<file path="config.mk">
export PLATFORM = sky130hd
export DESIGN_NAME = waveform_auto_shutdown
export DESIGN_NICKNAME = d
export VERILOG_FILES = /design/src/hdl/shutdown_pkg.sv /design/src/hdl/sync2.sv /design/src/hdl/waveform_auto_shutdown.sv
export SDC_FILE = /design/constraint.sdc
export NUM_CORES = 1
export LEC_CHECK = 0
export BUFFER_PORTS_ARGS = -buffer_cell sky130_fd_sc_hd__buf_2
export CAP_MARGIN = 10
export CORE_MARGIN = 2
export CORE_UTILIZATION = 40
export DETAILED_ROUTE_END_ITERATION = 16
export PLACE_DENSITY = 0.69
export SLEW_MARGIN = 20
export SYNTH_ARGS = -nofsm -noshare
export SYNTH_HDL_FRONTEND = slang
export SYNTH_SLANG_ARGS = --single-unit
</file>
<file path="constraint.sdc">
create_clock -name clock_i -period 2.45 [get_ports clock_i]
set_input_delay 0.1225 -clock clock_i [delete_from_list [all_inputs] [get_ports clock_i]]
set_output_delay 0.1225 -clock clock_i [all_outputs]
set_load 0.03 [all_outputs]
</file>
<file path="src/hdl/shutdown_pkg.sv">
// Package with register map, field positions and reset values of the shutdown block
package shutdown_pkg;
    // Register indices (printed offsets are not multiples of four: byte address = 4 * index)
    localparam logic [11:0] IDX_CLOCK_SELECT = 12'hF3B;
    localparam logic [11:0] IDX_DATA_SOURCE = 12'hF3C;
    localparam logic [11:0] IDX_RISE_DB = 12'hF3D;
    localparam logic [11:0] IDX_FALL_DB = 12'hF3E;
    localparam logic [11:0] IDX_MAIN_CONTROL = 12'hF3F;
    localparam logic [11:0] IDX_POLARITY = 12'hF40;
    localparam logic [11:0] IDX_SHUTDOWN_CONTROL = 12'hF41;
    localparam logic [11:0] IDX_SOURCE_ENABLES = 12'hF42;
    localparam logic [11:0] IDX_STEERING = 12'hF43;
    // Field positions
    localparam int BIT_ENABLE = 7;
    localparam int BIT_LOAD = 6;
    localparam int BIT_INPUT_VALUE = 5;
    localparam int BIT_SHUTDOWN = 7;
    localparam int BIT_RESTART = 6;
    localparam int POS_LEVEL_BD = 4;
    localparam int POS_LEVEL_AC = 2;
    // Active-low source mask: bits 0 and 4..7 active low, 1..3 active high
    localparam logic [7:0] ACTIVE_LOW_MASK = 8'hF1;
    // Reset values
    localparam logic [1:0] RST_LEVEL = 2'h1;
    localparam logic [7:0] RST_BYTE = 8'h00;
    // Override level encodings
    localparam logic [1:0] LVL_INACTIVE = 2'h0;
    localparam logic [1:0] LVL_LOW = 2'h2;
    localparam logic [1:0] LVL_HIGH = 2'h3;
endpackage

</file>
<file path="src/hdl/sync2.sv">
// Two flip-flop synchroniser for a bus of asynchronous levels
`timescale 1ns/10ps
module sync2 #(
    parameter int WIDTH = 8
) (
    input wire logic clock_i,
    input wire logic rst_i,
    input wire logic [WIDTH-1:0] async_i,
    output logic [WIDTH-1:0] sync_o
);
    logic [WIDTH-1:0] stage_ff;

    always_ff @(posedge clock_i or posedge rst_i) begin
        if (rst_i) begin
            stage_ff <= '0;
            sync_o <= '0;
        end else begin
            stage_ff <= async_i;
            sync_o <= stage_ff;
        end
    end
endmodule

</file>
<file path="src/hdl/waveform_auto_shutdown.sv">
// Auto-shutdown and restart logic of a four-output waveform generator with Wishbone registers
`timescale 1ns/10ps
module waveform_auto_shutdown #(
    parameter int ADDR_W = 14
) (
    input wire logic clock_i,
    input wire logic rst_i,
    input wire logic wb_cyc_i,
    input wire logic wb_stb_i,
    input wire logic wb_we_i,
    input wire logic [ADDR_W-1:0] wb_adr_i,
    input wire logic [3:0] wb_sel_i,
    input wire logic [31:0] wb_dat_i,
    output logic [31:0] wb_dat_o,
    output logic wb_ack_o,
    output logic wb_err_o,
    input wire logic data_in_i,
    input wire logic fault_pin_select_i,
    input wire logic timer_two_postscaled_i,
    input wire logic timer_four_postscaled_i,
    input wire logic timer_six_postscaled_i,
    input wire logic comparator_one_out_i,
    input wire logic comparator_two_out_i,
    input wire logic logic_cell_two_out_i,
    input wire logic logic_cell_six_out_i,
    input wire logic sleep_i,
    output logic [3:0] wave_o,
    output logic shutdown_irq_flag_o,
    output logic internal_fast_osc_req_o
);
    // ==========================================================
    // Declarations
    logic [7:0] fault_raw;
    logic [7:0] fault_sync;
    logic data_sync;
    logic [0:0] data_sync_v;
    logic [7:0] fault_active;
    logic fault_any;
    logic clock_select_ff;
    logic [3:0] data_source_ff;
    logic [5:0] rise_db_ff;
    logic [5:0] fall_db_ff;
    logic enable_ff;
    logic load_ff;
    logic [2:0] mode_ff;
    logic [3:0] polarity_ff;
    logic shutdown_ff;
    logic restart_ff;
    logic [1:0] override_level_bd_ff;
    logic [1:0] override_level_ac_ff;
    logic [7:0] fault_source_enable_ff;
    logic [7:0] steering_ff;
    logic data_prev_ff;
    logic hold_ff;
    logic irq_ff;
    logic [3:0] wave_ff;
    logic [3:0] nxt_wave;
    logic [31:0] rd_data;
    logic ack_ff;
    logic err_ff;
    logic [31:0] dat_ff;
    logic req;
    logic mapped;
    logic [11:0] index;
    logic wr_lane0;
    logic sw_set;
    logic sw_clear;
    logic data_rise;
    logic [1:0] lvl_a;
    logic [1:0] lvl_b;
    logic sleep_sync;
    logic [0:0] sleep_sync_v;
    logic data_fall;
    logic fall_seen_ff;

    // ==========================================================
    // Input synchronisers
    assign fault_raw = {logic_cell_six_out_i, logic_cell_two_out_i, comparator_two_out_i,
                        comparator_one_out_i, timer_six_postscaled_i, timer_four_postscaled_i,
                        timer_two_postscaled_i, fault_pin_select_i};

    sync2 #(.WIDTH(8)) u_fault_sync (
        .clock_i(clock_i),
        .rst_i(rst_i),
        .async_i(fault_raw),
        .sync_o(fault_sync)
    );

    sync2 #(.WIDTH(1)) u_data_sync (
        .clock_i(clock_i),
        .rst_i(rst_i),
        .async_i(data_in_i),
        .sync_o(data_sync_v)
    );
    assign data_sync = data_sync_v[0];

    // Sleep level comes from the system clock domain
    sync2 #(.WIDTH(1)) u_sleep_sync (
        .clock_i(clock_i),
        .rst_i(rst_i),
        .async_i(sleep_i),
        .sync_o(sleep_sync_v)
    );
    assign sleep_sync = sleep_sync_v[0];

    // ==========================================================
    // Fault detection
    assign fault_active = (fault_sync ^ shutdown_pkg::ACTIVE_LOW_MASK) & fault_source_enable_ff;
    assign fault_any = |fault_active;
    assign data_rise = data_sync & ~data_prev_ff;
    assign data_fall = ~data_sync & data_prev_ff;

    // ==========================================================
    // Bus decode
    assign req = wb_cyc_i & wb_stb_i & ~ack_ff & ~err_ff;
    assign index = wb_adr_i[ADDR_W-1:2];
    assign wr_lane0 = req & wb_we_i & wb_sel_i[0] & mapped;
    assign sw_set = wr_lane0 && index == shutdown_pkg::IDX_SHUTDOWN_CONTROL && wb_dat_i[shutdown_pkg::BIT_SHUTDOWN];
    assign sw_clear = wr_lane0 && index == shutdown_pkg::IDX_SHUTDOWN_CONTROL
                      && !wb_dat_i[shutdown_pkg::BIT_SHUTDOWN];

    always_comb begin
        mapped = 1'b1;
        rd_data = 32'h00000000;
        case (index)
            shutdown_pkg::IDX_CLOCK_SELECT: rd_data = {31'h00000000, clock_select_ff};
            shutdown_pkg::IDX_DATA_SOURCE: rd_data = {28'h0000000, data_source_ff};
            shutdown_pkg::IDX_RISE_DB: rd_data = {26'h0000000, rise_db_ff};
            shutdown_pkg::IDX_FALL_DB: rd_data = {26'h0000000, fall_db_ff};
            shutdown_pkg::IDX_MAIN_CONTROL: rd_data = {24'h000000, enable_ff, load_ff, 3'h0, mode_ff};
            shutdown_pkg::IDX_POLARITY: rd_data = {24'h000000, 2'h0, data_sync, 1'h0, polarity_ff};
            shutdown_pkg::IDX_SHUTDOWN_CONTROL: rd_data = {24'h000000, shutdown_ff, restart_ff,
                                                   override_level_bd_ff, override_level_ac_ff, 2'h0};
            shutdown_pkg::IDX_SOURCE_ENABLES: rd_data = {24'h000000, fault_source_enable_ff};
            shutdown_pkg::IDX_STEERING: rd_data = {24'h000000, steering_ff};
            default: mapped = 1'b0;
        endcase
    end

    // ==========================================================
    // Bus answer: one cycle after request, error for unmapped
    always_ff @(posedge clock_i or posedge rst_i) begin
        if (rst_i) begin
            ack_ff <= 1'b0;
            err_ff <= 1'b0;
            dat_ff <= 32'h00000000;
        end else begin
            ack_ff <= req & mapped;
            err_ff <= req & ~mapped;
            dat_ff <= (req & mapped & ~wb_we_i) ? rd_data : 32'h00000000;
        end
    end

    // ==========================================================
    // Configuration registers
    always_ff @(posedge clock_i or posedge rst_i) begin
        if (rst_i) begin
            clock_select_ff <= 1'b0;
            data_source_ff <= 4'h0;
            rise_db_ff <= 6'h00;
            fall_db_ff <= 6'h00;
            enable_ff <= 1'b0;
            mode_ff <= 3'h0;
            polarity_ff <= 4'h0;
            restart_ff <= 1'b0;
            override_level_bd_ff <= shutdown_pkg::RST_LEVEL;
            override_level_ac_ff <= shutdown_pkg::RST_LEVEL;
            fault_source_enable_ff <= shutdown_pkg::RST_BYTE;
            steering_ff <= shutdown_pkg::RST_BYTE;
        end else if (wr_lane0) begin
            case (index)
                shutdown_pkg::IDX_CLOCK_SELECT: clock_select_ff <= wb_dat_i[0];
                shutdown_pkg::IDX_DATA_SOURCE: data_source_ff <= wb_dat_i[3:0];
                shutdown_pkg::IDX_RISE_DB: rise_db_ff <= wb_dat_i[5:0];
                shutdown_pkg::IDX_FALL_DB: fall_db_ff <= wb_dat_i[5:0];
                shutdown_pkg::IDX_MAIN_CONTROL: begin
                    enable_ff <= wb_dat_i[shutdown_pkg::BIT_ENABLE];
                    mode_ff <= wb_dat_i[2:0];
                end
                shutdown_pkg::IDX_POLARITY: polarity_ff <= wb_dat_i[3:0];
                shutdown_pkg::IDX_SHUTDOWN_CONTROL: begin
                    restart_ff <= wb_dat_i[shutdown_pkg::BIT_RESTART];
                    override_level_bd_ff <= wb_dat_i[shutdown_pkg::POS_LEVEL_BD +: 2];
                    override_level_ac_ff <= wb_dat_i[shutdown_pkg::POS_LEVEL_AC +: 2];
                end
                shutdown_pkg::IDX_SOURCE_ENABLES: fault_source_enable_ff <= wb_dat_i[7:0];
                shutdown_pkg::IDX_STEERING: steering_ff <= wb_dat_i[7:0];
                default: clock_select_ff <= clock_select_ff;
            endcase
        end
    end

    // ==========================================================
    // Load bit: set only while enabled, cleared by hardware
    always_ff @(posedge clock_i or posedge rst_i) begin
        if (rst_i) begin
            load_ff <= 1'b0;
        end else if (wr_lane0 && index == shutdown_pkg::IDX_MAIN_CONTROL && enable_ff
                     && wb_dat_i[shutdown_pkg::BIT_LOAD]) begin
            load_ff <= 1'b1;
        end else if (!enable_ff || (data_rise && fall_seen_ff)) begin
            load_ff <= 1'b0;
        end
    end

    // Load waits for a data fall, then clears on the following rise
    always_ff @(posedge clock_i or posedge rst_i) begin
        if (rst_i) begin
            fall_seen_ff <= 1'b0;
        end else if (!load_ff) begin
            fall_seen_ff <= 1'b0;
        end else if (data_fall) begin
            fall_seen_ff <= 1'b1;
        end
    end

    // ==========================================================
    // Shutdown status bit
    // Set by software or fault wins over any clear in the same cycle
    always_ff @(posedge clock_i or posedge rst_i) begin
        if (rst_i) begin
            shutdown_ff <= 1'b0;
        end else if (sw_set || fault_any) begin
            shutdown_ff <= 1'b1;
        end else if (sw_clear) begin
            shutdown_ff <= 1'b0;
        end else if (restart_ff) begin
            shutdown_ff <= 1'b0;
        end
    end

    // ==========================================================
    // Output hold until the first data rise after shutdown clears; starts held
    always_ff @(posedge clock_i or posedge rst_i) begin
        if (rst_i) begin
            hold_ff <= 1'b1;
        end else if (shutdown_ff || fault_any || !enable_ff) begin
            hold_ff <= 1'b1;
        end else if (data_rise) begin
            hold_ff <= 1'b0;
        end
    end

    always_ff @(posedge clock_i or posedge rst_i) begin
        if (rst_i) begin
            data_prev_ff <= 1'b0;
        end else begin
            data_prev_ff <= data_sync;
        end
    end

    // ==========================================================
    // Interrupt flag pulse when shutdown is set by software or fault while the status bit is clear
    always_ff @(posedge clock_i or posedge rst_i) begin
        if (rst_i) begin
            irq_ff <= 1'b0;
        end else begin
            irq_ff <= (sw_set || fault_any) && !shutdown_ff;
        end
    end

    // ==========================================================
    // Output path
    // Codes 00 and 01 give the inactive low level
    function automatic logic level_out(input logic [1:0] lvl, input logic keep);
        case (lvl)
            shutdown_pkg::LVL_LOW: level_out = 1'b0;
            shutdown_pkg::LVL_HIGH: level_out = 1'b1;
            default: level_out = keep;
        endcase
    endfunction

    assign lvl_a = override_level_ac_ff;
    assign lvl_b = override_level_bd_ff;

    always_comb begin
        nxt_wave = 4'h0;
        for (int i = 0; i < 4; i++) begin
            if (steering_ff[i]) begin
                nxt_wave[i] = data_sync ^ polarity_ff[i];
            end else begin
                nxt_wave[i] = steering_ff[i+4];
            end
        end
        if (hold_ff || shutdown_ff || fault_any || sw_set) begin
            // Override levels bypass polarity
            nxt_wave[0] = level_out(lvl_a, 1'b0);
            nxt_wave[2] = level_out(lvl_a, 1'b0);
            nxt_wave[1] = level_out(lvl_b, 1'b0);
            nxt_wave[3] = level_out(lvl_b, 1'b0);
        end
        if (!enable_ff) begin
            nxt_wave = 4'h0;
        end
    end

    always_ff @(posedge clock_i or posedge rst_i) begin
        if (rst_i) begin
            wave_ff <= 4'h0;
        end else begin
            wave_ff <= nxt_wave;
        end
    end

    // ==========================================================
    // Oscillator request kept in sleep when enabled, input active, selected
    // In sleep the request also follows the data input
    always_ff @(posedge clock_i or posedge rst_i) begin
        if (rst_i) begin
            internal_fast_osc_req_o <= 1'b0;
        end else begin
            internal_fast_osc_req_o <= enable_ff && clock_select_ff && (data_sync || !sleep_sync);
        end
    end

    assign wave_o = wave_ff;
    assign shutdown_irq_flag_o = irq_ff;
    assign wb_ack_o = ack_ff;
    assign wb_err_o = err_ff;
    assign wb_dat_o = dat_ff;
endmodule

</file>
Word-level counts from Yosys, hierarchy flattened
Index checks and enable logic that the tools add are counted.

word-level totals
  flip-flop bits (word level) = 111
  input port bits = 65
  output and inout port bits = 40
  word-level logic and storage cells = 120

operators by class
  equal/unequal tests = 12
  muxes and demuxes = 20
  bitwise operators = 23
  reduce and logical (&&, ||, !) cells = 36

operators by type and width
  kind                  number
  $eq 12x12->1 const B  9
  $pmux 8 s9            1
  $mux 32               1
  $reduce_and 2->1      9
  $mux 1                16
  $and 1x1->1           11
  $logic_and 1x1->1     10
  $reduce_or 9->1       1
  $and 8x8->8           1
  $logic_or 1x1->1      8
  $mux 4                2
  $reduce_or 8->1       1
  $not 1->1             6
  $not 5->5             1
  $eq 2x2->1 const B    2
  $logic_not 1->1       4
  $reduce_bool 2->1     2
  $xor 1x1->1           4
  $reduce_bool 3->1     1
  $ne 2x1->1 const B    1

Depth between registers and ports, before layout
Gate-level depths: netlist of the first run.

  depth after elaboration = 11
  gate-level depth with buffers = 7

Hierarchy
Synthesis of the first run repeated with hierarchy kept, for this count alone.

unflattened totals
  cells, all modules = 300
  area, all modules = 3852.4 sq um

modules (own cells, without submodules)
  module                    times used  cells an instance  area an instance (sq um)
  waveform_auto_shutdown    1           277                3340.7
  sync2 at u_fault_sync     1           17                 404.1
  sync2 at u_data_sync ...  2           3                  53.8

Worst setup path before layout of the first run
Ideal clock, no wire load.

  path kind = register -> register
  start point = register ack_ff, in the netlist wb_ack_o
  end point = register clock_select_ff
  arrival time = 1.921 ns
  required time = 2.325 ns
  slack = 0.404 ns
  cell stages (with the launch flop) = 7
  period minus slack after synthesis = 2.046 ns
  cells stage by stage = dfrtp_1 > nor4bb_1 > and4_1 > buf_2 > and2_1 > nor3b_1 > mux2_2

between the ends
  cells in the longest elaborated chain, start to end = 7

ends and longest elaborated chain
  item                        RTL line                       source
  start, declared             waveform_auto_shutdown.sv:59   logic ack_ff;
  start signal, assigned      waveform_auto_shutdown.sv:148  ack_ff <= req & mapped;
  $not 1->1                   waveform_auto_shutdown.sv:115  assign req = wb_cyc_i & wb_stb_i & ~ack_ff & ~err_ff;
  $and 1x1->1 (2 in series)   waveform_auto_shutdown.sv:115
  $and 1x1->1 (3 in series)   waveform_auto_shutdown.sv:117  assign wr_lane0 = req & wb_we_i & wb_sel_i[0] & mapped;
  $reduce_and 2->1 (no line)  n/a
  end signal, assigned        waveform_auto_shutdown.sv:172  shutdown_pkg::IDX_CLOCK_SELECT: clock_select_ff <= wb_dat_i[0];
  end signal, assigned        waveform_auto_shutdown.sv:188  default: clock_select_ff <= clock_select_ff;
  end, declared               waveform_auto_shutdown.sv:39   logic clock_select_ff;

No other way between the ends.
A chain may end at the register's enable or synchronous reset.

Worst setup path after layout of the first run
  start point = register ack_ff, in the netlist wb_ack_o
  end point = register steering_ff[7]

between the ends
  cells in the longest elaborated chain, start to end = 7

ends and longest elaborated chain
  item                        RTL line                       source
  $not 1->1                   waveform_auto_shutdown.sv:115
  $and 1x1->1 (2 in series)   waveform_auto_shutdown.sv:115
  $and 1x1->1 (3 in series)   waveform_auto_shutdown.sv:117
  $reduce_and 2->1 (no line)  n/a
  end signal, assigned        waveform_auto_shutdown.sv:169  steering_ff <= shutdown_pkg::RST_BYTE;
  end signal, assigned        waveform_auto_shutdown.sv:187  shutdown_pkg::IDX_STEERING: steering_ff <= wb_dat_i[7:0];
  end, declared               waveform_auto_shutdown.sv:52   logic [7:0] steering_ff;

No other way between the ends.

==> out/metrics.csv, run 1 <==
metric;value;unit
drt total wl;7790;um
root buf cell;clkbuf_8;
CP max stage cell;nor4bb_1;
Setup Buffers After CTS;0;
Filler cells;838;
Mean Syn Cell Area;13.0;um2
port buffer count;51;
DRC;0;
CTS tree;yes;
worst min-delay path class;in -> reg;
GP Congestion;0.856;
Static Leak;2.19;nW
register bit count reported by yosys;87;
DRT iter0 DRCs;82;
Post-Syn Area;3800;um2
Layout Nets;424;
post-synth top area share;0.553;
flip-flop and latch area;2180;um2
first-pass GRT wire length;12600;um
share of layout cells above drive strength 1;0.365;
Setup TNS Final;0;ps
Slew Viols, Final;0;
Via density;4.98;
H-Tree Level Count;3;
crit path time final;2210;ps
Fin. Hold Viols;0;
pin count of the biggest net entering global routing;45;
pre-CTS setup slack;250;ps
DR WL/cell;15.8;um
total routing usage reported by global routing;0.164;
endpoints failing setup;0;
worst-skew pair later-pin latency;360;ps
Pwr Density;597;nW/um2
f_max;453;MHz
Critical Path Source Type;register;
outcome;finished clean;
Crit. End Element;register;
grt total ovfl;0;
register area share after synthesis;0.573;
Max VDD drop;0.466;mV
ys async rst share;1.00;
primary flip-flop cell chosen by synthesis mapping;dfrtp_1;
CP arrival;2460;ps
Ys Warns;0;
Post-DRT Antenna Nets;0;
Max Buffers Root-to-Sink;2;
chip height;102;um
R2R Setup Slk;240;ps
final period utilization;0.901;
Post-synth EDFFs;0;
RSZ-0062 raised after global routing;no;
Multi-input gate area;1450;um2
Mapped Cells;293;
Core Rows;35;
Tightest Pin Transition;771;ps
IO Pins;105;
CTS sink count;87;
Die Width;102;um
worst clock skew;14.7;ps
ranking of synthesized cells by area;dfrtp_1, mux2_2, buf_4;
antenna violations before repair;0;
Max-Cap Viols;0;
Top delay family on crit path;simple AND/OR/NAND/NOR gates;
DR pass1 iterations;4;
CP Class;reg -> reg;
vias;2456;
Max stage delay on crit path;450;ps
Buf/Inv on CP;0;
slew margin rel.;0.485;
Unique masters post-synth;39;
die area;10300;um2
Resized Gates After CTS;0;
Num CTS Buffers;9;
Crit path required time;2700;ps
crit-path cells;nor4bb_1, and4_1, and2_1, nand2_1, mux2_2;
cell taking the most area after synthesis;dfrtp_1;
initial core utilization;0.412;
Ant. Diodes;0;
Final HPWL DP;5560;um
vias in the first global route;2479;
Pwr Total;0.00265;W
CTS Hold Bufs;11;
post-route setup slack;244;ps
Core ar.;9240;um2
Crit Path Max Fanout;8;
Synth-to-Final Area Change;16.9;%
Worst-path clk slew;90;ps
-- final timing paths --
kind / from / endpoint / cells past startpoint
hold reg to reg: u_fault_sync.stage_ff[5] / u_fault_sync.sync_o[5] / 0
min in group asynchronous: rst_i / steering_ff[2] / 3
setup reg to reg: wb_ack_o / steering_ff[7] / 5
hold / removal: wb_dat_i[6] / steering_ff[6] / 2
max in group asynchronous: rst_i / u_fault_sync.sync_o[0] / 4
setup / recovery: wb_ack_o / steering_ff[7] / 5
-- cell usage after synthesis (4+ instances only) --
| cell | count |
|---|---|
| clkbuf_1 | 7 |
| nand3_1 | 9 |
| nor2_1 | 13 |
| a22oi_1 | 9 |
| nand2_1 | 14 |
| a22o_1 | 7 |
| xnor2_1 | 4 |
| a21oi_1 | 5 |
| mux4_2 | 4 |
| nand4_1 | 4 |
| o211ai_1 | 4 |
| a32oi_1 | 4 |
| mux2i_1 | 6 |
| mux2_2 | 51 |
| inv_1 | 7 |
| dfrtp_1 | 84 |
| buf_4 | 24 |
-- cell type report --
type | instances | area share
Sequential cell | 87 | 0.490
Tap cell | 129 | 0.0363
Timing Repair Buffer | 68 | 0.0951
Clock buffer | 12 | 0.0326
Inverter | 7 | 0.00619
Multi-Input combinational cell | 186 | 0.327
Clock inverter | 4 | 0.0124
-- report_power, final --
group	internal, W	switching (W)	total, W
sequential	0.00145	0.00000921	0.00146
clock	0.000504	0.000503	0.00101
combinational	0.0000534	0.000130	0.000184
total	0.00201	0.000642	0.00265
-- through the flow --
step | utilization | hold WS (ps) | area (um2) | instances
after floorplan | - | 154 | 3890 | 316
after global placement | 0.448 | 230 | 4140 | 466
after detailed placement | 0.448 | 232 | 4140 | 466
after CTS | 0.481 | 31.0 | 4450 | 493
after global routing | 0.481 | 37.6 | 4450 | 493
final | 0.481 | 52.4 | 4450 | 493
-- registers in the layout, summed over array words and instances, names as in the netlist, 2 cells and up --
register and flops:
fault_source_enable_ff 8, steering_ff 8, u_fault_sync.stage_ff 8, u_fault_sync.sync_o 8, wb_dat_o 8, fall_db_ff 6, rise_db_ff 6, data_source_ff 4
polarity_ff 4, wave_o 4, mode_ff 3, lvl_a 2, lvl_b 2
-- routing by layer --
metal  part of all wire  vias to the layer above  GRT usage
li1                   -                     1133          -
met1               0.45                     1217      0.216
met2               0.48                       97      0.249
met3              0.059                        9     0.0566
met4              0.011                        0     0.0676
met5                  0                        -          0
-- cells in the final DEF (no fill, tap or decap), types with 5 or more instances in the layout --
cell           netlist  routed
buf_2                3      51
nand2_1             14      14
mux2_2              51      51
a22o_1               7       7
buf_4               24       5
a22oi_1              9       9
a21oi_1              5       5
nand3_1              9       9
mux2i_1              6       6
clkbuf_8             0      10
dfrtp_1             84      84
nor2_1              13      13
conb_1               1      24
dlygate4sd3_1        0      11
inv_1                7       6
-- cells by family (layout without fill, tap and decap cells) --
kind of cell	count (synthesis)	in the layout	synth area share
flip-flops	87	87	0.573
AND/OR/NAND/NOR	62	62	0.0905
multiplexers	61	61	0.190
buffers and inverters	43	91	0.0671
AO/OA/AOI/OAI	35	35	0.0684
XOR/XNOR	4	4	0.00921
other	1	24	0.000986
Note: power is estimated with default switching activity, not from simulation.
==> inputs of run 2 (changes only) <==
--- a/config.mk
+++ b/config.mk
@@ -14,4 +14,5 @@
 export SLEW_MARGIN = 20
 export SYNTH_ARGS = -nofsm -noshare
 export SYNTH_HDL_FRONTEND = slang
+export SYNTH_HIERARCHICAL = 1
 export SYNTH_SLANG_ARGS = --single-unit
==> out/metrics.csv, run 2 <==
metric;value;unit;change
initial core utilization;0.415;;+0.00331
Pwr Density;585;nW/um2;-1.9%
Crit path required time;2710;ps;about the same
Max-Cap Viols;0;;unchanged
die area;10400;um2;+1.2%
Final HPWL DP;5770;um;+3.9%
vias in the first global route;2463;;-0.65%
synth cell count leaders;dfrtp_1, mux2_2, buf_4, nand2_1, nor2_1;;
commonest non-fill, non-tap cell in the layout;dfrtp_1;;
Unique masters post-synth;50;;+28%
slew margin rel.;0.547;;+0.0618
CP arrival;2510;ps;+50 ps
pin count of the biggest net entering global routing;37;;-18%
Post-synth EDFFs;0;;unchanged
ys async rst share;1.00;;unchanged
Min-Delay Path Depth;3;;+1
crit path time final;2250;ps;+40.9 ps
Combinational Power Share;0.072;;+0.003
f_max;445;MHz;-1.8%
simple-gate share of the synthesized area;0.107;;+0.0161
drt total wl;7870;um;+1.0%
worst clock skew;7.78;ps;-6.88 ps
Core Rows;35;;unchanged
Post-Synth Adder-Cell Area;0;;unchanged
Fin. Hold Viols;0;;unchanged
DR WL/cell;15.7;um;-0.80%
Post-DRT Antenna Nets;0;;unchanged
CTS tree;yes;;
Worst R2R Start;wb_ack_o;;
Num CTS Buffers;9;;unchanged
vias;2528;;+2.9%
Ant. Diodes;0;;unchanged
total routing usage reported by global routing;0.165;;+0.000961
Crit Path Max Fanout;6;;-2
most common cell in the netlist;dfrtp_1;;
Synth Area in Compound Gates;0.0672;;-0.00119
Via density;5.04;;+1.1%
H-Tree Level Count;3;;unchanged
register bit count reported by yosys;87;;unchanged
GP Congestion;0.813;;-5.0%
ranking of synthesized cells by area;dfrtp_1, mux2_2, buf_4;;
worst-skew pair later-pin latency;370;ps;about the same
P_int;0.00191;W;-4.9%
share of layout cells above drive strength 1;0.373;;+0.00727
register area share after synthesis;0.566;;-0.00726
Mean Syn Cell Area;12.8;um2;-1.1%
CP Class;reg -> reg;;
multiplexer share of the synthesized area;0.185;;-0.00501
Flop pwr share;0.555;;+0.003
Critical Path Source Type;register;;
Hold Startpoint;wb_cyc_i;;
hold slack final;20.4;ps;-32.0 ps
first-pass GRT wire length;12700;um;+1.2%
Setup Buffers After CTS;0;;unchanged
crit path from;wb_ack_o;;
post-synth top area share;0.546;;-0.00700
Die Width;102;um;+0.62%
Crit. End Element;register;;
RSZ-0062 raised after global routing;no;;
Worst R2R Path Depth;5;;unchanged
IO Pins;105;;unchanged
most frequent cells in the layout;dfrtp_1, buf_2, mux2_2;;
Slew Viols, Final;0;;unchanged
Sw Share;0.274;;+0.0319
Net Switching;0.000722;W;+12%
final period utilization;0.917;;+0.0167
chip height;102;um;+0.62%
primary flip-flop cell chosen by synthesis mapping;dfrtp_1;;
cell taking the most area after synthesis;dfrtp_1;;
Synth-to-Final Area Change;16.9;%;about the same
Layout Nets;433;;+2.1%
endpoints failing setup;0;;unchanged
DRC;0;;unchanged
DRT iter0 DRCs;107;;+30%
CTS sink count;87;;unchanged
Ys Warns;6;;+6
grt total ovfl;0;;unchanged
R2R Setup Slk;200;ps;-40 ps
antenna violations before repair;0;;unchanged
Worst-path clk slew;90;ps;about the same
Setup TNS Final;0;ps;unchanged
Max Buffers Root-to-Sink;2;;unchanged
Mapped Cells;300;;+2.4%
root buf cell;clkbuf_8;;
Core ar.;9280;um2;+0.47%
Post-Synth XOR/XNOR Area;0.00909;;-0.000117
DR pass1 iterations;4;;unchanged
FF-to-FF End;rise_db_ff[3];;
largest family of logic cells by synthesized area;multiplexers;;
Post-Syn Area;3850;um2;+1.3%
Max VDD drop;0.248;mV;-47%
outcome;finished clean;;
clock network power share;0.373;;-0.006
worst min-delay path class;in -> reg;;
port buffer count;51;;unchanged
Hold EP;wb_ack_o;;
Tightest Pin Transition;678;ps;-92.8 ps
Static Leak;2.20;nW;+0.67%
## run 2: cell count changes after synthesis, sizes merged, moves of 3 or more
cell,delta
nand2,+4
a22o,-3
and4,-3
buf,-3
nor3,+3
## run 2: worst max-delay path by stage
stage / slack (ps) / endpoint / cells after the start
6_report: 200 / rise_db_ff[3] / 5
5_1_grt: 20 / rise_db_ff[3] / 5
4_1_cts: 210 / rise_db_ff[0] / 5
3_5_place_dp: 240 / rise_db_ff[0] / 5
3_3_place_gp: 270 / rise_db_ff[4] / 5
2_1_floorplan: 440 / steering_ff[0] / 5
## run 2: per-stage QoR
stage | power [W] | instances | setup WS, ps | util | cell area [um2]
finish | 0.00264 | 502 | 203 | 0.485 | 4500
global route | 0.00275 | 502 | 16.2 | 0.485 | 4500
CTS | 0.00267 | 502 | 206 | 0.485 | 4500
detailed placement | 0.00167 | 474 | 236 | 0.451 | 4190
global placement | 0.00167 | 474 | 268 | 0.451 | 4190
floorplan | 0.00163 | 323 | 440 | - | 3940
## run 2: kinds of logic after synthesis
group | count (synthesis)
other | 1
AND/OR/NAND/NOR | 70
multiplexers | 60
AO/OA/AOI/OAI | 36
flip-flops | 87
buffers and inverters | 42
XOR/XNOR | 4
## run 2: worst max-delay path: stages, from the launching register on
cell and delay, ps:
dfrtp_1 410, nor4bb_1 430, nand3_1 270, nor3_2 390, nand2_1 290, mux2_2 360
## run 2: final cells by class
cell class | count | area [um2]
clock inverter | 7 | 73.8
sequential | 87 | 2180
clock buffer | 9 | 124
inverter | 8 | 30.0
multi-input combinational | 194 | 1510
timing repair buffer | 68 | 425
tap | 129 | 161
fill | 835 | 4780
## run 2: metal layers
metal,wire length [um],up-vias,global-route usage
li1,-,1167,-
met1,3540,1267,0.216
met2,3770,84,0.263
met3,396,10,0.0376
met4,159,0,0.0779
met5,0,-,0
## run 2: power groups by stage
| stage | clock [W] | sequential [W] | combinational (W) |
|---|---|---|---|
| CTS | 0.00101 | 0.00146 | 0.000193 |
| global route | 0.00108 | 0.00147 | 0.000211 |
| finish | 0.000983 | 0.00146 | 0.000190 |
| global placement | 0 | 0.00149 | 0.000176 |
| detailed placement | 0 | 0.00149 | 0.000177 |
| floorplan | 0 | 0.00149 | 0.000141 |
## run 2: timing repair
item                      CTS  global route
hold endpoints to repair   61             0
gates resized for setup     0             0
hold buffers               12             0
==> inputs of run 3 (changes only) <==
--- a/config.mk
+++ b/config.mk
@@ -5,6 +5,7 @@
 export SDC_FILE = /design/constraint.sdc
 export NUM_CORES = 1
 export LEC_CHECK = 0
+export ABC_AREA = 1
 export BUFFER_PORTS_ARGS = -buffer_cell sky130_fd_sc_hd__buf_2
 export CAP_MARGIN = 10
 export CORE_MARGIN = 2
==> out/metrics.csv, run 3 <==
metric;value;unit;change
outcome;finished clean;;
Max-Cap Viols;0;;unchanged
root buf cell;clkbuf_8;;
vias;3091;;+22%
Fin. Hold Viols;0;;unchanged
total routing usage reported by global routing;0.169;;+0.00345
Setup TNS Final;0;ps;unchanged
register area share after synthesis;0.543;;-0.0229
antenna violations before repair;0;;unchanged
H-Tree Level Count;3;;unchanged
Final HPWL DP;6350;um;+10%
DRC;0;;unchanged
Post-synth EDFFs;0;;unchanged
flip-flop and latch area;2180;um2;unchanged
Unique masters post-synth;32;;-36%
commonest non-fill, non-tap cell in the layout;nand2_1;;
post-route setup slack;649;ps;+446 ps
Layout Nets;591;;+36%
DR pass1 iterations;4;;unchanged
CP Class;reg -> reg;;
worst-skew pair later-pin latency;370;ps;about the same
ys async rst share;1.00;;unchanged
Mapped Cells;460;;+53%
Pwr Density;579;nW/um2;-1.0%
ranking of synthesized cells by area;dfrtp_1, nand2_1, inv_1;;
Mean Syn Cell Area;8.73;um2;-32%
IO Pins;105;;unchanged
first-pass GRT wire length;14200;um;+12%
port buffer count;51;;unchanged
endpoints failing setup;0;;unchanged
worst min-delay path class;in -> reg;;
Ys Warns;6;;unchanged
Core Util, Final;0.471;;-0.0145
crit path time final;1800;ps;-446 ps
GP Congestion;0.879;;+8.1%
Crit. End Element;register;;
Post-Syn Area;4020;um2;+4.2%
Slew Viols, Final;0;;unchanged
Ant. Diodes;0;;unchanged
Filler cells;961;;+15%
Multi-input gate area;1460;um2;-3.5%
Max Buffers Root-to-Sink;2;;unchanged
Core ar.;9770;um2;+5.3%
pre-CTS setup slack;624;ps;+388 ps
cell taking the most area after synthesis;dfrtp_1;;
primary flip-flop cell chosen by synthesis mapping;dfrtp_1;;
Finished Cell Area;4600;um2;+2.1%
grt total ovfl;0;;unchanged
RSZ-0062 raised after global routing;no;;
most common cell in the netlist;nand2_1;;
worst clock skew;11.9;ps;+4.12 ps
die area;10900;um2;+4.1%
Pwr Total;0.00267;W;+1.1%
Core Rows;36;;+2.9%
Worst-path clk slew;90;ps;about the same
Critical Path Source Type;register;;
Static Leak;2.33;nW;+6.0%
Max VDD drop;0.260;mV;+4.9%
most frequent cells in the layout;nand2_1, dfrtp_1, buf_2;;
Resized Gates After CTS;0;;unchanged
Post-DRT Antenna Nets;0;;unchanged
DRT iter0 DRCs;185;;+73%
final period utilization;0.735;;-0.182
Tightest Pin Transition;676;ps;-2.35 ps
post-synth top area share;0.524;;-0.0221
Crit Path Max Fanout;12;;+6
DP Area;4280;um2;+2.3%
initial core utilization;0.411;;-0.00418
CP arrival;2030;ps;-480 ps
drt total wl;8600;um;+9.3%
Setup Buffers After CTS;0;;unchanged
CTS sink count;87;;unchanged
share of layout cells above drive strength 1;0.188;;-0.184
register bit count reported by yosys;87;;unchanged
vias in the first global route;2919;;+19%
f_max;555;MHz;+25%
synth cell count leaders;nand2_1, dfrtp_1, inv_1, nor2_1, o21ai_0;;
Via density;4.66;;-7.6%
Min-Delay Path Depth;3;;unchanged
pin count of the biggest net entering global routing;28;;-24%
CTS tree;yes;;
Die Width;104;um;+2.0%
Num CTS Buffers;9;;unchanged
DR WL/cell;13.0;um;-17%
Crit path required time;2680;ps;-30 ps
chip height;104;um;+2.0%
Synth-to-Final Area Change;14.6;%;
Worst R2R Path Depth;8;;+3
slew margin rel.;0.549;;+0.00223
run 3: cell types whose count changed in the layout (fill, tap and decap cells not counted), sizes merged, moves of 5 or more:
cell / previous run / this run
nand2: 18 / 118
a21oi: 7 / 13
o21ai: 3 / 55
a22oi: 7 / 1
inv: 13 / 56
nor2b: 5 / 0
nor2: 13 / 49
mux2i: 5 / 0
nand3: 10 / 23
nand4: 3 / 9
mux2: 51 / 0
run 3: through the flow:
step | hold slack, ps | instances
2_1_floorplan | -136 | 483
3_3_place_gp | 21.6 | 636
3_5_place_dp | 16.7 | 636
4_1_cts | 6.05 | 664
5_1_grt | 27.5 | 664
6_report | 21.5 | 664
run 3: area by class of cell:
type	instances	share of cell area
sequential	87	0.474
timing repair buffer	66	0.0865
clock inverter	6	0.0150
tap	133	0.0362
inverter	54	0.0441
clock buffer	10	0.0277
multi-input combinational	308	0.317
run 3: worst paths after layout:
kind	from	end	slack [ps]
worst min register to register	u_fault_sync/stage_ff[0]	u_fault_sync/sync_o[0]	350
min in group asynchronous	rst_i	u_data_sync/sync_o	180
worst max-delay path	wb_ack_o	rise_db_ff[1]	650
worst min-delay path	wb_dat_i[6]	load_ff	20
max in group asynchronous	rst_i	lvl_b[0]	1350
worst max register to register	wb_ack_o	rise_db_ff[1]	650
run 3: power breakdown:
part           internal, W  total (W)  switching (W)
sequential         0.00146    0.00147     0.00000861
clock             0.000480    0.00100       0.000524
combinational    0.0000495   0.000193       0.000143
total              0.00199    0.00267       0.000676
run 3: cell families (layout without fill, tap and decap cells):
logic type | after synthesis | in the layout | synth area share
AOI/OAI and AO/OA | 75 | 75 | 0.107
other | 1 | 24 | 0.000934
DFF | 87 | 87 | 0.543
buffers and inverters | 88 | 136 | 0.116
and+or+nand+nor | 207 | 207 | 0.229
xor gates and xnor gates | 2 | 2 | 0.00436
run 3: metal layers:
metal,vias up,global-route usage,routed length (um)
li1,1541,-,-
met1,1418,0.230,4090
met2,115,0.256,3750
met3,17,0.0363,528
met4,0,0.0811,239
met5,-,0,0
run 3: worst max-delay path: stages, from the launching register on:
cell and delay [ps]:
dfrtp_1 380, nor2_1 130, nand4_1 90, nor2_1 230
nand2_4 110, inv_2 100, nand4_1 360, nand2_1 170
o21ai_0 90
run 3: timing repair:
item                       in CTS  in global routing
hold buffers                   12                  0
hold endpoints to repair       49                  0
setup endpoints to repair       0                  0
